--- src/design/gpp_pkg.sv ---
`default_nettype none

package gpp_pkg;

	// ------------------------------------------------------------
	// Bus geometry and register indexes (byte address = 4 * index)
	// ------------------------------------------------------------
	localparam int       AVL_AW         = 6;
	localparam int       AVL_DW         = 32;
	localparam int       AVL_BEW        = 4;
	localparam int       IDX_W          = 4;
	localparam int       IDX_LSB        = 2;
	localparam logic [3:0] IDX_G1_LATCH = 4'h1;
	localparam logic [3:0] IDX_G2_LATCH = 4'h2;
	localparam logic [3:0] IDX_G3_LATCH = 4'h3;
	localparam logic [3:0] IDX_CTRL     = 4'h8;
	localparam logic [3:0] IDX_G1_DIR   = 4'h9;
	localparam logic [3:0] IDX_G3_DIR   = 4'hA;
	localparam logic [3:0] IDX_G2_PIN   = 4'hD;
	localparam logic [3:0] IDX_CONV     = 4'hE;

	// ------------------------------------------------------------
	// Widths and field positions
	// ------------------------------------------------------------
	localparam int G1_W            = 7;
	localparam int G2_W            = 3;
	localparam int G3_W            = 8;
	localparam int SEL_W           = 3;
	localparam int CTRL_IRQ0_BIT   = 0;
	localparam int CTRL_DUAL_BIT   = 1;
	localparam int CONV_SEL_LSB    = 0;
	localparam int CONV_AN_DIS_BIT = 4;
	localparam int G1_DIV_PIN      = 2;
	localparam int AN_FIRST_PIN    = 2;
	localparam logic [2:0] AN_LAST_CH = 3'h5;
	localparam int KEY_LSB         = 4;
	localparam int KEY_W           = 4;

	// ------------------------------------------------------------
	// Reset values
	// ------------------------------------------------------------
	localparam logic [6:0]  G1_LATCH_RST = 7'h00;
	localparam logic [6:0]  G1_DIR_RST   = 7'h00;
	localparam logic [2:0]  G2_LATCH_RST = 3'h7;
	localparam logic [7:0]  G3_LATCH_RST = 8'h00;
	localparam logic [7:0]  G3_DIR_RST   = 8'h00;
	localparam logic        AN_DIS_RST   = 1'b1;
	localparam logic [31:0] RDATA_RST    = 32'h0000_0000;

	// ------------------------------------------------------------
	// Types
	// ------------------------------------------------------------
	typedef enum logic [0:0] {
		BUS_IDLE = 1'b0,
		BUS_ACK  = 1'b1
	} gpp_bus_st_t;

	typedef struct packed {
		logic irq_zero;
		logic irq_one;
		logic irq_five;
	} gpp_evt_t;

	typedef struct packed {
		logic              read;
		logic              write;
		logic [AVL_AW-1:0] addr;
		logic [AVL_DW-1:0] wdata;
		logic [AVL_BEW-1:0] be;
	} gpp_avl_req_t;

	typedef struct packed {
		gpp_bus_st_t       bus;
		logic [AVL_DW-1:0] rdata;
		logic [G1_W-1:0]   g1_latch;
		logic [G1_W-1:0]   g1_dir;
		logic [G2_W-1:0]   g2_latch;
		logic [G3_W-1:0]   g3_latch;
		logic [G3_W-1:0]   g3_dir;
		logic              an_dis;
		logic [SEL_W-1:0]  chan_sel;
		logic              irq0_sel;
		logic              dual_clk;
		logic [1:0]        g1_prev;
		logic              g2_prev;
		gpp_evt_t          evt;
		logic [KEY_W-1:0]  key_wake;
	} gpp_state_t;

	localparam gpp_state_t ST_RST = '{
		bus: BUS_IDLE, rdata: RDATA_RST,
		g1_latch: G1_LATCH_RST, g1_dir: G1_DIR_RST,
		g2_latch: G2_LATCH_RST,
		g3_latch: G3_LATCH_RST, g3_dir: G3_DIR_RST,
		an_dis: AN_DIS_RST, chan_sel: 3'h0,
		irq0_sel: 1'b0, dual_clk: 1'b0,
		g1_prev: 2'h0, g2_prev: 1'b0,
		evt: 3'h0, key_wake: 4'h0
	};

endpackage

`default_nettype wire

--- src/design/gpp_ports.sv ---
// How it works
// - Group one has seven pins, per-bit direction, 1 output, reset to input.
// - Group one output latch clears to zero on reset.
// - Group one pin 1 edges still raise its event while driven.
// - Group one pin 0 is plain I/O or interrupt input; reset plain.
// - Group two latch resets to ones; software keeps inputs at one.
// - Dual-clock mode hands group two pins 1 and 2 to the resonator.
// - Falling edge on group two pin 0 raises its event even as output.
// - Group two latch read returns latch; pin-level read returns pins.
// - Group two reads show bits 7 to 3 undefined; here they read zero.
// - In STOP mode group two pin 0 never drives.
// - Group three: eight pins, dir and latch zero, analog off at reset.
// - Analog enabled: selected group three pin is analog, never driven.
// - Group three pin with direction one drives its latch value.
// - Analog-selected and output-mode pins read their latch; other input pins read the pin.
// - Writes never drive latch data onto analog-selected pins.
// - Input-mode bits other than the analog-selected pin read the pin, so read-modify-write may alter latches.
//
// Decided for this implementation: the Avalon-MM register port.
`default_nettype none

module gpp_ports (
	// Clock and reset
	input  wire logic                       SYS_CLK_I,
	input  wire logic                       SYS_RST_I,
	// Avalon-MM slave
	input  wire logic [gpp_pkg::AVL_AW-1:0] AVS_ADDRESS_I,
	input  wire logic                       AVS_READ_I,
	input  wire logic                       AVS_WRITE_I,
	input  wire logic [gpp_pkg::AVL_DW-1:0] AVS_WRITEDATA_I,
	input  wire logic [gpp_pkg::AVL_BEW-1:0] AVS_BYTEENABLE_I,
	output logic      [gpp_pkg::AVL_DW-1:0] AVS_READDATA_O,
	output logic                            AVS_WAITREQUEST_O,
	// Group one pins
	input  wire logic [gpp_pkg::G1_W-1:0]   G1_PIN_I,
	output logic      [gpp_pkg::G1_W-1:0]   G1_PIN_O,
	output logic      [gpp_pkg::G1_W-1:0]   G1_PIN_OE_O,
	// Group two pins
	input  wire logic [gpp_pkg::G2_W-1:0]   G2_PIN_I,
	output logic      [gpp_pkg::G2_W-1:0]   G2_PIN_O,
	output logic      [gpp_pkg::G2_W-1:0]   G2_PIN_OE_O,
	// Group three pins
	input  wire logic [gpp_pkg::G3_W-1:0]   G3_PIN_I,
	output logic      [gpp_pkg::G3_W-1:0]   G3_PIN_O,
	output logic      [gpp_pkg::G3_W-1:0]   G3_PIN_OE_O,
	// Shared functions and system state
	input  wire logic                       DIV_OUT_I,
	input  wire logic                       DIV_EN_I,
	input  wire logic                       STOP_MODE_I,
	output gpp_pkg::gpp_evt_t               EVENTS_O,
	output logic      [gpp_pkg::KEY_W-1:0]  KEY_WAKE_O,
	output logic                            AN_DIS_O,
	output logic      [gpp_pkg::SEL_W-1:0]  CHAN_SEL_O,
	output logic                            DUAL_CLK_O
);

	// ------------------------------------------------------------
	// Helpers
	// ------------------------------------------------------------
	// Channel n makes pin n + 2 analog; six and seven pick none
	function automatic logic [7:0] an_mask_f(
		input logic                      dis,
		input logic [gpp_pkg::SEL_W-1:0] sel
	);
		logic [7:0] m;
		m = 8'h00;
		if (!dis && sel <= gpp_pkg::AN_LAST_CH)
		begin
			m[sel + 3'(gpp_pkg::AN_FIRST_PIN)] = 1'b1;
		end
		return m;
	endfunction

	// Output-mode and analog bits show the latch, the rest the pin
	function automatic logic [7:0] rd_mix_f(
		input logic [7:0] latch,
		input logic [7:0] dir,
		input logic [7:0] pin
	);
		return (latch & dir) | (pin & ~dir);
	endfunction

	// ------------------------------------------------------------
	// State
	// ------------------------------------------------------------
	gpp_pkg::gpp_state_t  s_q;
	gpp_pkg::gpp_state_t  s_d;
	gpp_pkg::gpp_avl_req_t req;
	logic [gpp_pkg::IDX_W-1:0] idx;
	logic [7:0]           an_mask;
	logic                 bus_req;

	assign req = '{
		read: AVS_READ_I, write: AVS_WRITE_I, addr: AVS_ADDRESS_I,
		wdata: AVS_WRITEDATA_I, be: AVS_BYTEENABLE_I
	};

	// Byte address, word registers: bits 1 and 0 ignored
	assign idx = req.addr[gpp_pkg::IDX_LSB +: gpp_pkg::IDX_W];
	assign bus_req = req.read | req.write;
	assign an_mask = an_mask_f(s_q.an_dis, s_q.chan_sel);

	always_comb
	begin
		logic [7:0] rd;
		logic [7:0] wd;
		rd = 8'h00;
		wd = req.wdata[7:0];
		s_d = s_q;

		// Edge detection stays live whatever the pin direction
		s_d.g1_prev = G1_PIN_I[1:0];
		s_d.g2_prev = G2_PIN_I[0];
		s_d.evt.irq_one = G1_PIN_I[1] ^ s_q.g1_prev[1];
		s_d.evt.irq_zero = s_q.irq0_sel & s_q.g1_prev[0]
			& ~G1_PIN_I[0];
		s_d.evt.irq_five = s_q.g2_prev & ~G2_PIN_I[0];
		s_d.key_wake = G3_PIN_I[gpp_pkg::KEY_LSB +: gpp_pkg::KEY_W]
			& ~s_q.g3_dir[gpp_pkg::KEY_LSB +: gpp_pkg::KEY_W];

		// Read value, unmapped indexes answer zero
		case (idx)
			gpp_pkg::IDX_G1_LATCH:
				rd = rd_mix_f({1'b0, s_q.g1_latch},
					{1'b0, s_q.g1_dir},
					{1'b0, G1_PIN_I});
			gpp_pkg::IDX_G2_LATCH:
				rd = {5'h00, s_q.g2_latch};
			gpp_pkg::IDX_G3_LATCH:
				rd = rd_mix_f(s_q.g3_latch, s_q.g3_dir | an_mask,
					G3_PIN_I);
			gpp_pkg::IDX_G1_DIR:
				rd = {1'b0, s_q.g1_dir};
			gpp_pkg::IDX_G3_DIR:
				rd = s_q.g3_dir;
			gpp_pkg::IDX_G2_PIN:
				rd = {5'h00, G2_PIN_I};
			gpp_pkg::IDX_CONV:
			begin
				rd[gpp_pkg::CONV_AN_DIS_BIT] = s_q.an_dis;
				rd[gpp_pkg::CONV_SEL_LSB +: gpp_pkg::SEL_W] = s_q.chan_sel;
			end
			gpp_pkg::IDX_CTRL:
			begin
				rd[gpp_pkg::CTRL_IRQ0_BIT] = s_q.irq0_sel;
				rd[gpp_pkg::CTRL_DUAL_BIT] = s_q.dual_clk;
			end
			default:
				rd = 8'h00;
		endcase

		// One wait cycle, then the request completes
		case (s_q.bus)
			gpp_pkg::BUS_IDLE:
			begin
				if (bus_req)
				begin
					s_d.bus = gpp_pkg::BUS_ACK;
					s_d.rdata = {24'h00_0000, rd};
				end
			end
			gpp_pkg::BUS_ACK:
			begin
				// Write lands only while the master still holds it
				s_d.bus = gpp_pkg::BUS_IDLE;
				if (req.write && req.be[0])
				begin
					case (idx)
						gpp_pkg::IDX_G1_LATCH:
							s_d.g1_latch = wd[6:0];
						gpp_pkg::IDX_G1_DIR:
							s_d.g1_dir = wd[6:0];
						gpp_pkg::IDX_G2_LATCH:
							s_d.g2_latch = wd[2:0];
						gpp_pkg::IDX_G3_LATCH:
							s_d.g3_latch = wd;
						gpp_pkg::IDX_G3_DIR:
							s_d.g3_dir = wd;
						gpp_pkg::IDX_CONV:
						begin
							s_d.an_dis = wd[gpp_pkg::CONV_AN_DIS_BIT];
							s_d.chan_sel =
								wd[gpp_pkg::CONV_SEL_LSB +: gpp_pkg::SEL_W];
						end
						gpp_pkg::IDX_CTRL:
						begin
							s_d.irq0_sel = wd[gpp_pkg::CTRL_IRQ0_BIT];
							s_d.dual_clk = wd[gpp_pkg::CTRL_DUAL_BIT];
						end
						default:
							s_d.bus = gpp_pkg::BUS_IDLE;
					endcase
				end
			end
			default:
				s_d.bus = gpp_pkg::BUS_IDLE;
		endcase
	end

	// Synchronous reset: the whole state struct reloads at once
	always_ff @(posedge SYS_CLK_I)
	begin
		if (SYS_RST_I)
		begin
			s_q <= gpp_pkg::ST_RST;
		end
		else
		begin
			s_q <= s_d;
		end
	end

	// ------------------------------------------------------------
	// Bus answer
	// ------------------------------------------------------------
	// Combinational, so an idle slave stalls a new request at once
	assign AVS_WAITREQUEST_O = bus_req & (s_q.bus == gpp_pkg::BUS_IDLE);
	assign AVS_READDATA_O    = s_q.rdata;

	// ------------------------------------------------------------
	// Pin drivers
	// ------------------------------------------------------------
	// Divider gated by the latch, so the latch must sit at one first
	always_comb
	begin
		G1_PIN_O = s_q.g1_latch;
		if (DIV_EN_I)
		begin
			G1_PIN_O[gpp_pkg::G1_DIV_PIN] =
				s_q.g1_latch[gpp_pkg::G1_DIV_PIN] & DIV_OUT_I;
		end
	end
	assign G1_PIN_OE_O = s_q.g1_dir;

	// Group two sinks only: a latch at one leaves the pin free
	assign G2_PIN_O       = s_q.g2_latch;
	assign G2_PIN_OE_O = ~s_q.g2_latch
		& {~s_q.dual_clk, ~s_q.dual_clk, ~STOP_MODE_I};

	// Analog pins stay released even when their direction bit is set
	assign G3_PIN_O    = s_q.g3_latch;
	assign G3_PIN_OE_O = s_q.g3_dir & ~an_mask;

	assign EVENTS_O   = s_q.evt;
	assign KEY_WAKE_O = s_q.key_wake;
	assign AN_DIS_O   = s_q.an_dis;
	assign CHAN_SEL_O = s_q.chan_sel;
	assign DUAL_CLK_O = s_q.dual_clk;
endmodule // gpp_ports

`default_nettype wire

--- config.mk ---
export PLATFORM = sky130hd
export DESIGN_NAME = gpp_ports
export DESIGN_NICKNAME = d
export VERILOG_FILES = /design/src/design/gpp_pkg.sv /design/src/design/gpp_ports.sv
export SDC_FILE = /design/constraint.sdc
export NUM_CORES = 1
export LEC_CHECK = 0
export ABC_AREA = 0
export BUFFER_PORTS_ARGS = -buffer_cell sky130_fd_sc_hd__buf_2
export CORE_MARGIN = 5
export CORE_UTILIZATION = 44
export CTS_BUF_LIST = sky130_fd_sc_hd__clkbuf_8
export CTS_CLUSTER_SIZE = 12
export DETAILED_ROUTE_END_ITERATION = 7
export GPL_TIMING_DRIVEN = 0
export PLACE_DENSITY = 0.78
export SYNTH_ARGS = -nofsm -noshare
export SYNTH_HDL_FRONTEND = slang
export SYNTH_SLANG_ARGS = --single-unit
export TNS_END_PERCENT = 10
--- constraint.sdc ---
create_clock -name SYS_CLK_I -period 1.58 [get_ports SYS_CLK_I]
set_clock_uncertainty 0.1 [all_clocks]
set_input_delay 0.158 -clock SYS_CLK_I [delete_from_list [all_inputs] [get_ports SYS_CLK_I]]
set_output_delay 0.158 -clock SYS_CLK_I [all_outputs]
set_load 0.01 [all_outputs]
==> impl.org, run 1 <==
** Status
- The run finished, with violations left.
- Violated checks :: setup timing

** CTS
- Counting the buffers created by CTS gives 9.
- TritonCTS built the clock tree.
- Htree depth :: 3
- Clock transition at the register clock pins on the worst setup and hold paths after CTS :: 0.08 ns
- Insertion delay of the later-clocked pin in the worst-skew pair :: 0.34 ns
- Clock net sink count :: 58
- Number of buffers on the longest clock path :: 2
- In this run the clock root is driven by a sky130_fd_sc_hd__clkbuf_8.

** Floorplan
- For this configuration, the core starts out at a cell density of 0.4561.
- Site row count :: 31
- The core region is 0.007292 mm2.
- Total die area :: 0.009397 mm2
- Width of the die :: 96.94 um
- Chip height :: 96.94 um
- 148 I/O pins were placed.

** Placed design
- Weighted congestion at the end of routability-driven global placement :: 0.9432
- Worst slack at placement :: -0.2330 ns
- Buffers placed on the I/O ports in this run total 92.
- After detailed placement, the total cell area comes to 0.003996 mm2.
- The wire-length estimate of the detail-placed layout is 7.264 mm.

** Yosys
- Yosys warning count :: 0
- Number of synthesized flops with an enable pin :: 0
- The most common cell in the synthesized netlist is sky130_fd_sc_hd__buf_4.
- Synthesized instance count :: 390
- Top cells by instance count after synthesis :: 67 x sky130_fd_sc_hd__buf_4, 58 x sky130_fd_sc_hd__dfxtp_1, 34 x sky130_fd_sc_hd__nor2_1
- Counting flops and latches in the post-synthesis netlist gives 58.
- Counting distinct cell types in the post-synthesis netlist gives 52.
- Async SR Flop Fraction :: 0
- The most used flip-flop cell after synthesis is sky130_fd_sc_hd__dfxtp_1.
- The synthesized design spends more area on one cell type than any other, namely sky130_fd_sc_hd__dfxtp_1.
- Post-synthesis instance area :: 0.003326 mm2
- Cell types with the largest area share after synthesis :: sky130_fd_sc_hd__dfxtp_1 35%, sky130_fd_sc_hd__buf_4 15%, sky130_fd_sc_hd__mux2i_1 9.0%, sky130_fd_sc_hd__nor2_1 3.8%, sky130_fd_sc_hd__nand2_1 3.3%
- Register area share after synthesis :: 0.3491
- Syn_area_per_cell :: 8.527 um2
- The share of synthesized area in the top cell type comes to 0.3491.

** Critical path
- In this run the worst path has a maximum fanout of 8.
- Tracing the worst setup path back leads to its startpoint at CHAN_SEL_O[1].
- Endpoint class of the critical path :: primary output
- Startpoint class of the critical path :: flop
- Depth of the worst register-to-register path :: 6
- Worst endpoint data arrival time :: 1.37 ns
- Classification of the worst setup path :: flop to primary output
- Required time of the critical path :: 1.32 ns
- The startpoint identified for the worst register-to-register timing path is CHAN_SEL_O[1].

** Global routing
- In the global route stage, overall resource usage came out at 0.2107.
- Largest net degree at the start of global routing :: 12
- Initial antenna violation count :: 0
- Vias in the first global route :: 3157
- Global-route wire length before repair :: 16.09 mm
- Global routing finished with a remaining overflow of 0.

** Pwr
- Total internal power :: 2.723 mW
- Power share of the combinational group :: 0.123
- Worst voltage drop across the vdd grid :: 0.0004717 V
- Of the total power, the clock network draws 0.466.
- Switching share of power :: 0.2506
- Switching power summed over all nets :: 0.9107 mW
- Power spread over the standard cell area amounts to 804.5 mW/mm2.
- Static Leakage :: 2.128 nW
- The share of total power dissipated in sequential elements is 0.411.

** STA
- Max-slew violation count :: 0
- F_max :: 0.6130 GHz
- Setup repair after global routing could not meet its margin everywhere.
- In the finished design, the share of the clock period the worst path needs comes to 1.032.
- Headroom to the max-slew limit came out at 0.5823.
- Setup tns final :: -0.1134 ns
- After layout, the minimum clock period comes to 1.631 ns.
- Setup violations remaining at the end of the flow were counted as 3.
- The final-report hold violation count was 0.
- Minimum setup slack in the final design :: -0.05129 ns
- At the pin with the least slew margin, the transition time is 0.6265 ns.

** Layout
- Final layout net count :: 598
- In the final layout, the share of cells above drive strength 1 is 0.4160.
- The area growth from synthesis to layout is 35.82%.
- The number of antenna diodes in the final layout is 0.
- With fillers left out, the area of the finished cells amounts to 0.004517 mm2.
- Core Util, Final :: 0.6194

** Detailed routing
- In the routed layout, each cell is associated on average with a via count of 5.079.
- DRC errors left :: 0
- Count of TritonRoute iterations in the first routing pass :: 5
- Total wire length after detailed routing :: 10.12 mm
- After the first detailed-routing iteration, the DRC count stood at 233.
- In the final routed layout, each cell accounts on average for 15.94 um.
- In this run the remaining antenna-violating nets after routing total 0.
- Vias :: 3225

** Worst hold path
- The worst hold path passes through 3 cells.
- Hold path start :: AVS_WRITEDATA_I[5]
- Worst hold path class :: input port to flop

** Job
- Reported max-cap violation count :: 0
## cells in the final DEF, fill, tap and decap left out, types with 3 or more instances in the layout
cell / Yosys / routed
sky130_fd_sc_hd__a211o_1: 4 / 4
sky130_fd_sc_hd__a21oi_1: 20 / 20
sky130_fd_sc_hd__a31oi_1: 9 / 9
sky130_fd_sc_hd__buf_2: 8 / 96
sky130_fd_sc_hd__buf_4: 67 / 73
sky130_fd_sc_hd__buf_6: 2 / 3
sky130_fd_sc_hd__bufinv_16: 0 / 3
sky130_fd_sc_hd__clkbuf_1: 9 / 9
sky130_fd_sc_hd__clkbuf_8: 0 / 9
sky130_fd_sc_hd__conb_1: 1 / 24
sky130_fd_sc_hd__dfxtp_1: 58 / 53
sky130_fd_sc_hd__dfxtp_2: 0 / 4
sky130_fd_sc_hd__dlygate4sd3_1: 0 / 8
sky130_fd_sc_hd__inv_1: 9 / 8
sky130_fd_sc_hd__mux2i_1: 30 / 30
sky130_fd_sc_hd__nand2_1: 29 / 29
sky130_fd_sc_hd__nand2b_1: 4 / 4
sky130_fd_sc_hd__nand3_1: 11 / 10
sky130_fd_sc_hd__nand3_4: 0 / 3
sky130_fd_sc_hd__nor2_1: 34 / 31
sky130_fd_sc_hd__nor2_2: 1 / 4
sky130_fd_sc_hd__nor2b_1: 15 / 14
sky130_fd_sc_hd__nor3_1: 4 / 3
sky130_fd_sc_hd__nor3b_1: 7 / 7
sky130_fd_sc_hd__o21ai_0: 20 / 15
sky130_fd_sc_hd__o21ai_1: 1 / 6
## per-stage QoR
step	hold slack (ns)	total power, mW	cells
finish	0.008635	3.634	635
global route	0.00006264	3.754	635
global placement	0.2572	1.921	604
detailed placement	0.2556	1.928	604
floorplan	0.1337	1.785	413
CTS	0.002497	3.608	629
## what timing repair did
action / 4_1_cts / 5_1_grt
hold endpoints to repair: 12 / 0
cloned: 0 / 0
endpoints found under the setup margin: 30 / 30
hold buffers: 8 / 0
setup buffers: 1 / 6
pin swaps: 3 / 10
resized for setup: 15 / 23
## path summary, 6_finish.rpt
kind | slack [ns] | to
max | -0.05 | G3_PIN_OE_O[7]
min | 0.009 | s_q[21]
max reg2reg | 0.03 | AVS_READDATA_O[4]
min reg2reg | 0.36 | AVS_READDATA_O[0]
## final cells by class
cell class,count,area [um2]
Buffer,87,633.1
Clock buffer,9,123.9
Clock inverter,7,116.4
Fill cell,682,2775
Inverter,9,33.78
Multi-Input combinational cell,259,1698
Sequential cell,58,1170
Tap cell,99,123.9
Timing Repair Buffer,107,618.1
## state kept, by name (all words and copies together) (netlist names), 3 cells and up
signal / cells
G2_PIN_O: 3
s_q: 14
G1_PIN_O: 6
EVENTS_O: 3
AVS_READDATA_O: 8
G3_PIN_O: 8
KEY_WAKE_O: 4
CHAN_SEL_O: 3
G1_PIN_OE_O: 7
## routing by layer
metal / wire [um] / track usage / up-vias
li1: - / - / 1550
met2: 4784 / 0.3376 / 170
met4: 188 / 0.08315 / 0
met3: 837 / 0.04460 / 21
met5: 0 / 0 / -
met1: 4312 / 0.2763 / 1484
## worst max-delay path, stage by stage, from the launching register on
cell and delay, ns:
sky130_fd_sc_hd__dfxtp_2 0.36, sky130_fd_sc_hd__buf_8 0.15, sky130_fd_sc_hd__and4bb_2 0.26, sky130_fd_sc_hd__nor2b_2 0.13, sky130_fd_sc_hd__buf_2 0.14
## cells by family after synthesis
logic type	count (synthesis)	share of synthesized area
other	1	0.001128
flip-flops	58	0.3491
multiplexers	31	0.09368
AO/OA/AOI/OAI	78	0.1527
XOR/XNOR	2	0.005268
AND/OR/NAND/NOR	124	0.2062
buffers and inverters	96	0.1919
## power by group through the flow
stage | Combinational [mW] | Sequential [mW] | Clock (mW)
6_report | 0.447 | 1.49 | 1.70
5_1_grt | 0.484 | 1.49 | 1.78
4_1_cts | 0.425 | 1.49 | 1.69
3_5_place_dp | 0.402 | 1.53 | 0
3_3_place_gp | 0.395 | 1.53 | 0
2_1_floorplan | 0.262 | 1.52 | 0
(Power assumes the default switching activity.)
==> run 2: changes to the inputs <==
CORE_MARGIN = 1.5   (was 5)
CORE_UTILIZATION = 53   (was 44)
PLACE_DENSITY = 0.88   (was 0.78)
clock period = 2.1 ns   (was 1.58 ns; I/O delays follow)
==> impl.org, run 2 (synthesis gave the netlist of run 1 again) <==
** Pwr
- Dividing total power by cell area gives a power density of 627.9 mW/mm2.
- Worst voltage drop across the vdd grid :: 0.0005114 V
- Of the total power, the clock network draws 0.459.
- Final total power :: 2.652 mW
- Of the total power, the share spent switching nets is 0.2413.
- The analysis attributes to cell leakage a power of 2.046 nW.
- The analysis attributes to net switching a power of 0.6401 mW.
- Power share of the sequential group :: 0.424
- Total internal power :: 2.012 mW
- Power share of the combinational group :: 0.117

** Floorplan
- Chip height :: 82.22 um
- Pin placement for this block handled 148 I/O pins.
- The region available for standard cell placement spans 0.005991 mm2.
- Total die area :: 0.006759 mm2
- The die is 82.22 um wide.
- Row generation in the floorplan step produced 28 rows.
- Starting density of the core :: 0.5551

** Placed design
- The HPWL after detailed placement is 6.737 mm.
- Routability-driven placement finished with a final weighted congestion of 0.9605.
- Summing all placed instances gives a cell area of 0.003966 mm2.
- In this run the tool buffered the top-level ports with 92 buffer cells.

** Critical path
- STA classifies the critical path endpoint as a primary output.
- Required time of the critical path :: 1.79 ns
- STA classifies the critical path startpoint as a flop.
- Worst endpoint data arrival time :: 1.58 ns
- Classification of the worst setup path :: flop to primary output
- In this run the worst path has a maximum fanout of 10.

** Layout
- Number of flip-flops in the largest register :: 14
- Leaving out fill and tap cells, the most frequent cell in the layout is sky130_fd_sc_hd__buf_2.
- Measured on the finished design, the core utilization comes to 0.7051.
- Post-route cell area :: 0.004224 mm2
- Final layout net count :: 585
- In the layout the commonest cells are 100 x sky130_fd_sc_hd__buf_2, 67 x sky130_fd_sc_hd__buf_4, 58 x sky130_fd_sc_hd__dfxtp_1.
- The number of antenna diodes in the final layout is 0.
- Layout cells sized above 1 :: 0.3843
- More flip-flops sit in one register than any other, and that register is s_q.
- Layout overhead on the synthesized area :: 27.01%

** CTS
- Insertion delay of the later-clocked pin in the worst-skew pair :: 0.35 ns
- Buffers inserted during clock tree synthesis total 9.
- CTS placed an instance of sky130_fd_sc_hd__clkbuf_8 at the clock tree root.
- Hold_buf cts :: 2
- CTS built an H-tree with a depth of 3.
- Number of resized instances in the post-cts repair step :: 0
- Clock transition at the register clock pins on the worst setup and hold paths after CTS :: 0.07 ns
- Once the clock tree was built, the setup fixing pass inserted 0 buffers.
- TritonCTS built the clock tree.
- Number of buffers on the longest clock path :: 2
- The tree built by TritonCTS fans out to 58 sinks.

** Global routing
- For this run, global-route usage on met3 was measured as 0.04945.
- Met1 track demand over resource :: 0.3519
- In the global route stage, overall resource usage came out at 0.2807.
- Entering global routing, the biggest net connects 11 pins.
- Initial antenna violation count :: 0
- The global routing stage identified its most utilized layer as met2.
- Grt total ovfl :: 0
- For this run, global-route usage on met2 was measured as 0.4577.
- The number of global-route vias before repair was 2810.
- Global-route wire length before repair :: 13.83 mm

** STA
- Setup repair after global routing left no endpoint under its margin.
- For the pin with the worst max-slew slack, the measured transition is 0.6487 ns.
- Summed over all failing endpoints, the final setup total negative slack is 0 ns.
- Final Hold Slack :: 0.01899 ns
- Max-slew violation count :: 0
- Fin crit share :: 0.8987
- Headroom to the max-slew limit came out at 0.5675.
- Fin. Hold Viols :: 0
- Timing would allow up to 0.5299 GHz.
- Clock period minus final worst setup slack :: 1.887 ns
- Setup violation total in the final timing report :: 0

** Detailed routing
- Count of TritonRoute iterations in the first routing pass :: 6
- Routed wire per std cell :: 15.04 um
- After detailed routing, the number of remaining DRC violations is 0.
- Dividing the detail-routed via count by the number of cells gives 5.289.
- Summed over all layers, the routed wires come to 8.994 mm.
- Detailed Route Iter0 Violations :: 299
- Vias :: 3163
- Number of nets with antenna violations after detailed routing :: 0

** Status
- The run finished with clean final reports.

** Job
- Across the run, the number of max-cap violations was 0.

** Worst hold path
- Worst hold path class :: input port to flop
==> run 2: cell type report <==
| type | count | area (um2) |
|---|---|---|
| fill | 509 | 1767 |
| inverter | 9 | 33.78 |
| multi-input combinational | 259 | 1613 |
| tap | 75 | 93.84 |
| buffer | 87 | 604.3 |
| sequential | 58 | 1161 |
| clock buffer | 12 | 165.2 |
| timing repair buffer | 94 | 480.5 |
| clock inverter | 4 | 72.57 |
==> run 2: power groups by stage <==
stage | registers, mW | logic, mW | clock network (mW)
global placement | 1.15 | 0.296 | 0
floorplan | 1.15 | 0.197 | 0
global route | 1.12 | 0.338 | 1.26
detailed placement | 1.15 | 0.300 | 0
CTS | 1.12 | 0.304 | 1.22
finish | 1.12 | 0.310 | 1.22
==> run 2: per-stage QoR <==
| stage | worst slack [ns] | instances |
|---|---|---|
| after global routing | 0.1780 | 598 |
| after detailed placement | 0.2818 | 580 |
| after global placement | 0.3452 | 580 |
| after floorplan | 0.5620 | 413 |
| final | 0.2127 | 598 |
| after CTS | 0.2049 | 598 |
==> run 2: metal layers <==
metal,share of wire,up-vias
met4,0.029,0
met1,0.42,1428
met3,0.076,25
met2,0.47,185
met5,0,-
li1,-,1525
==> run 2: critical path, stage by stage, from the launching register on <==
cell and delay (ns):
sky130_fd_sc_hd__dfxtp_1 0.32, sky130_fd_sc_hd__buf_2 0.18, sky130_fd_sc_hd__nor4b_1 0.49, sky130_fd_sc_hd__nor2b_1 0.09, sky130_fd_sc_hd__buf_2 0.15
==> run 2: final timing paths <==
path | start | end | slack, ns | depth (start not counted)
worst max-delay path | CHAN_SEL_O[0] | G3_PIN_OE_O[6] | 0.21 | 4
worst min-delay path | AVS_WRITEDATA_I[7] | G3_PIN_O[7] | 0.02 | 3
worst max register to register | CHAN_SEL_O[0] | AVS_READDATA_O[6] | 0.24 | 6
worst min register to register | s_q[7] | EVENTS_O[0] | 0.35 | 1
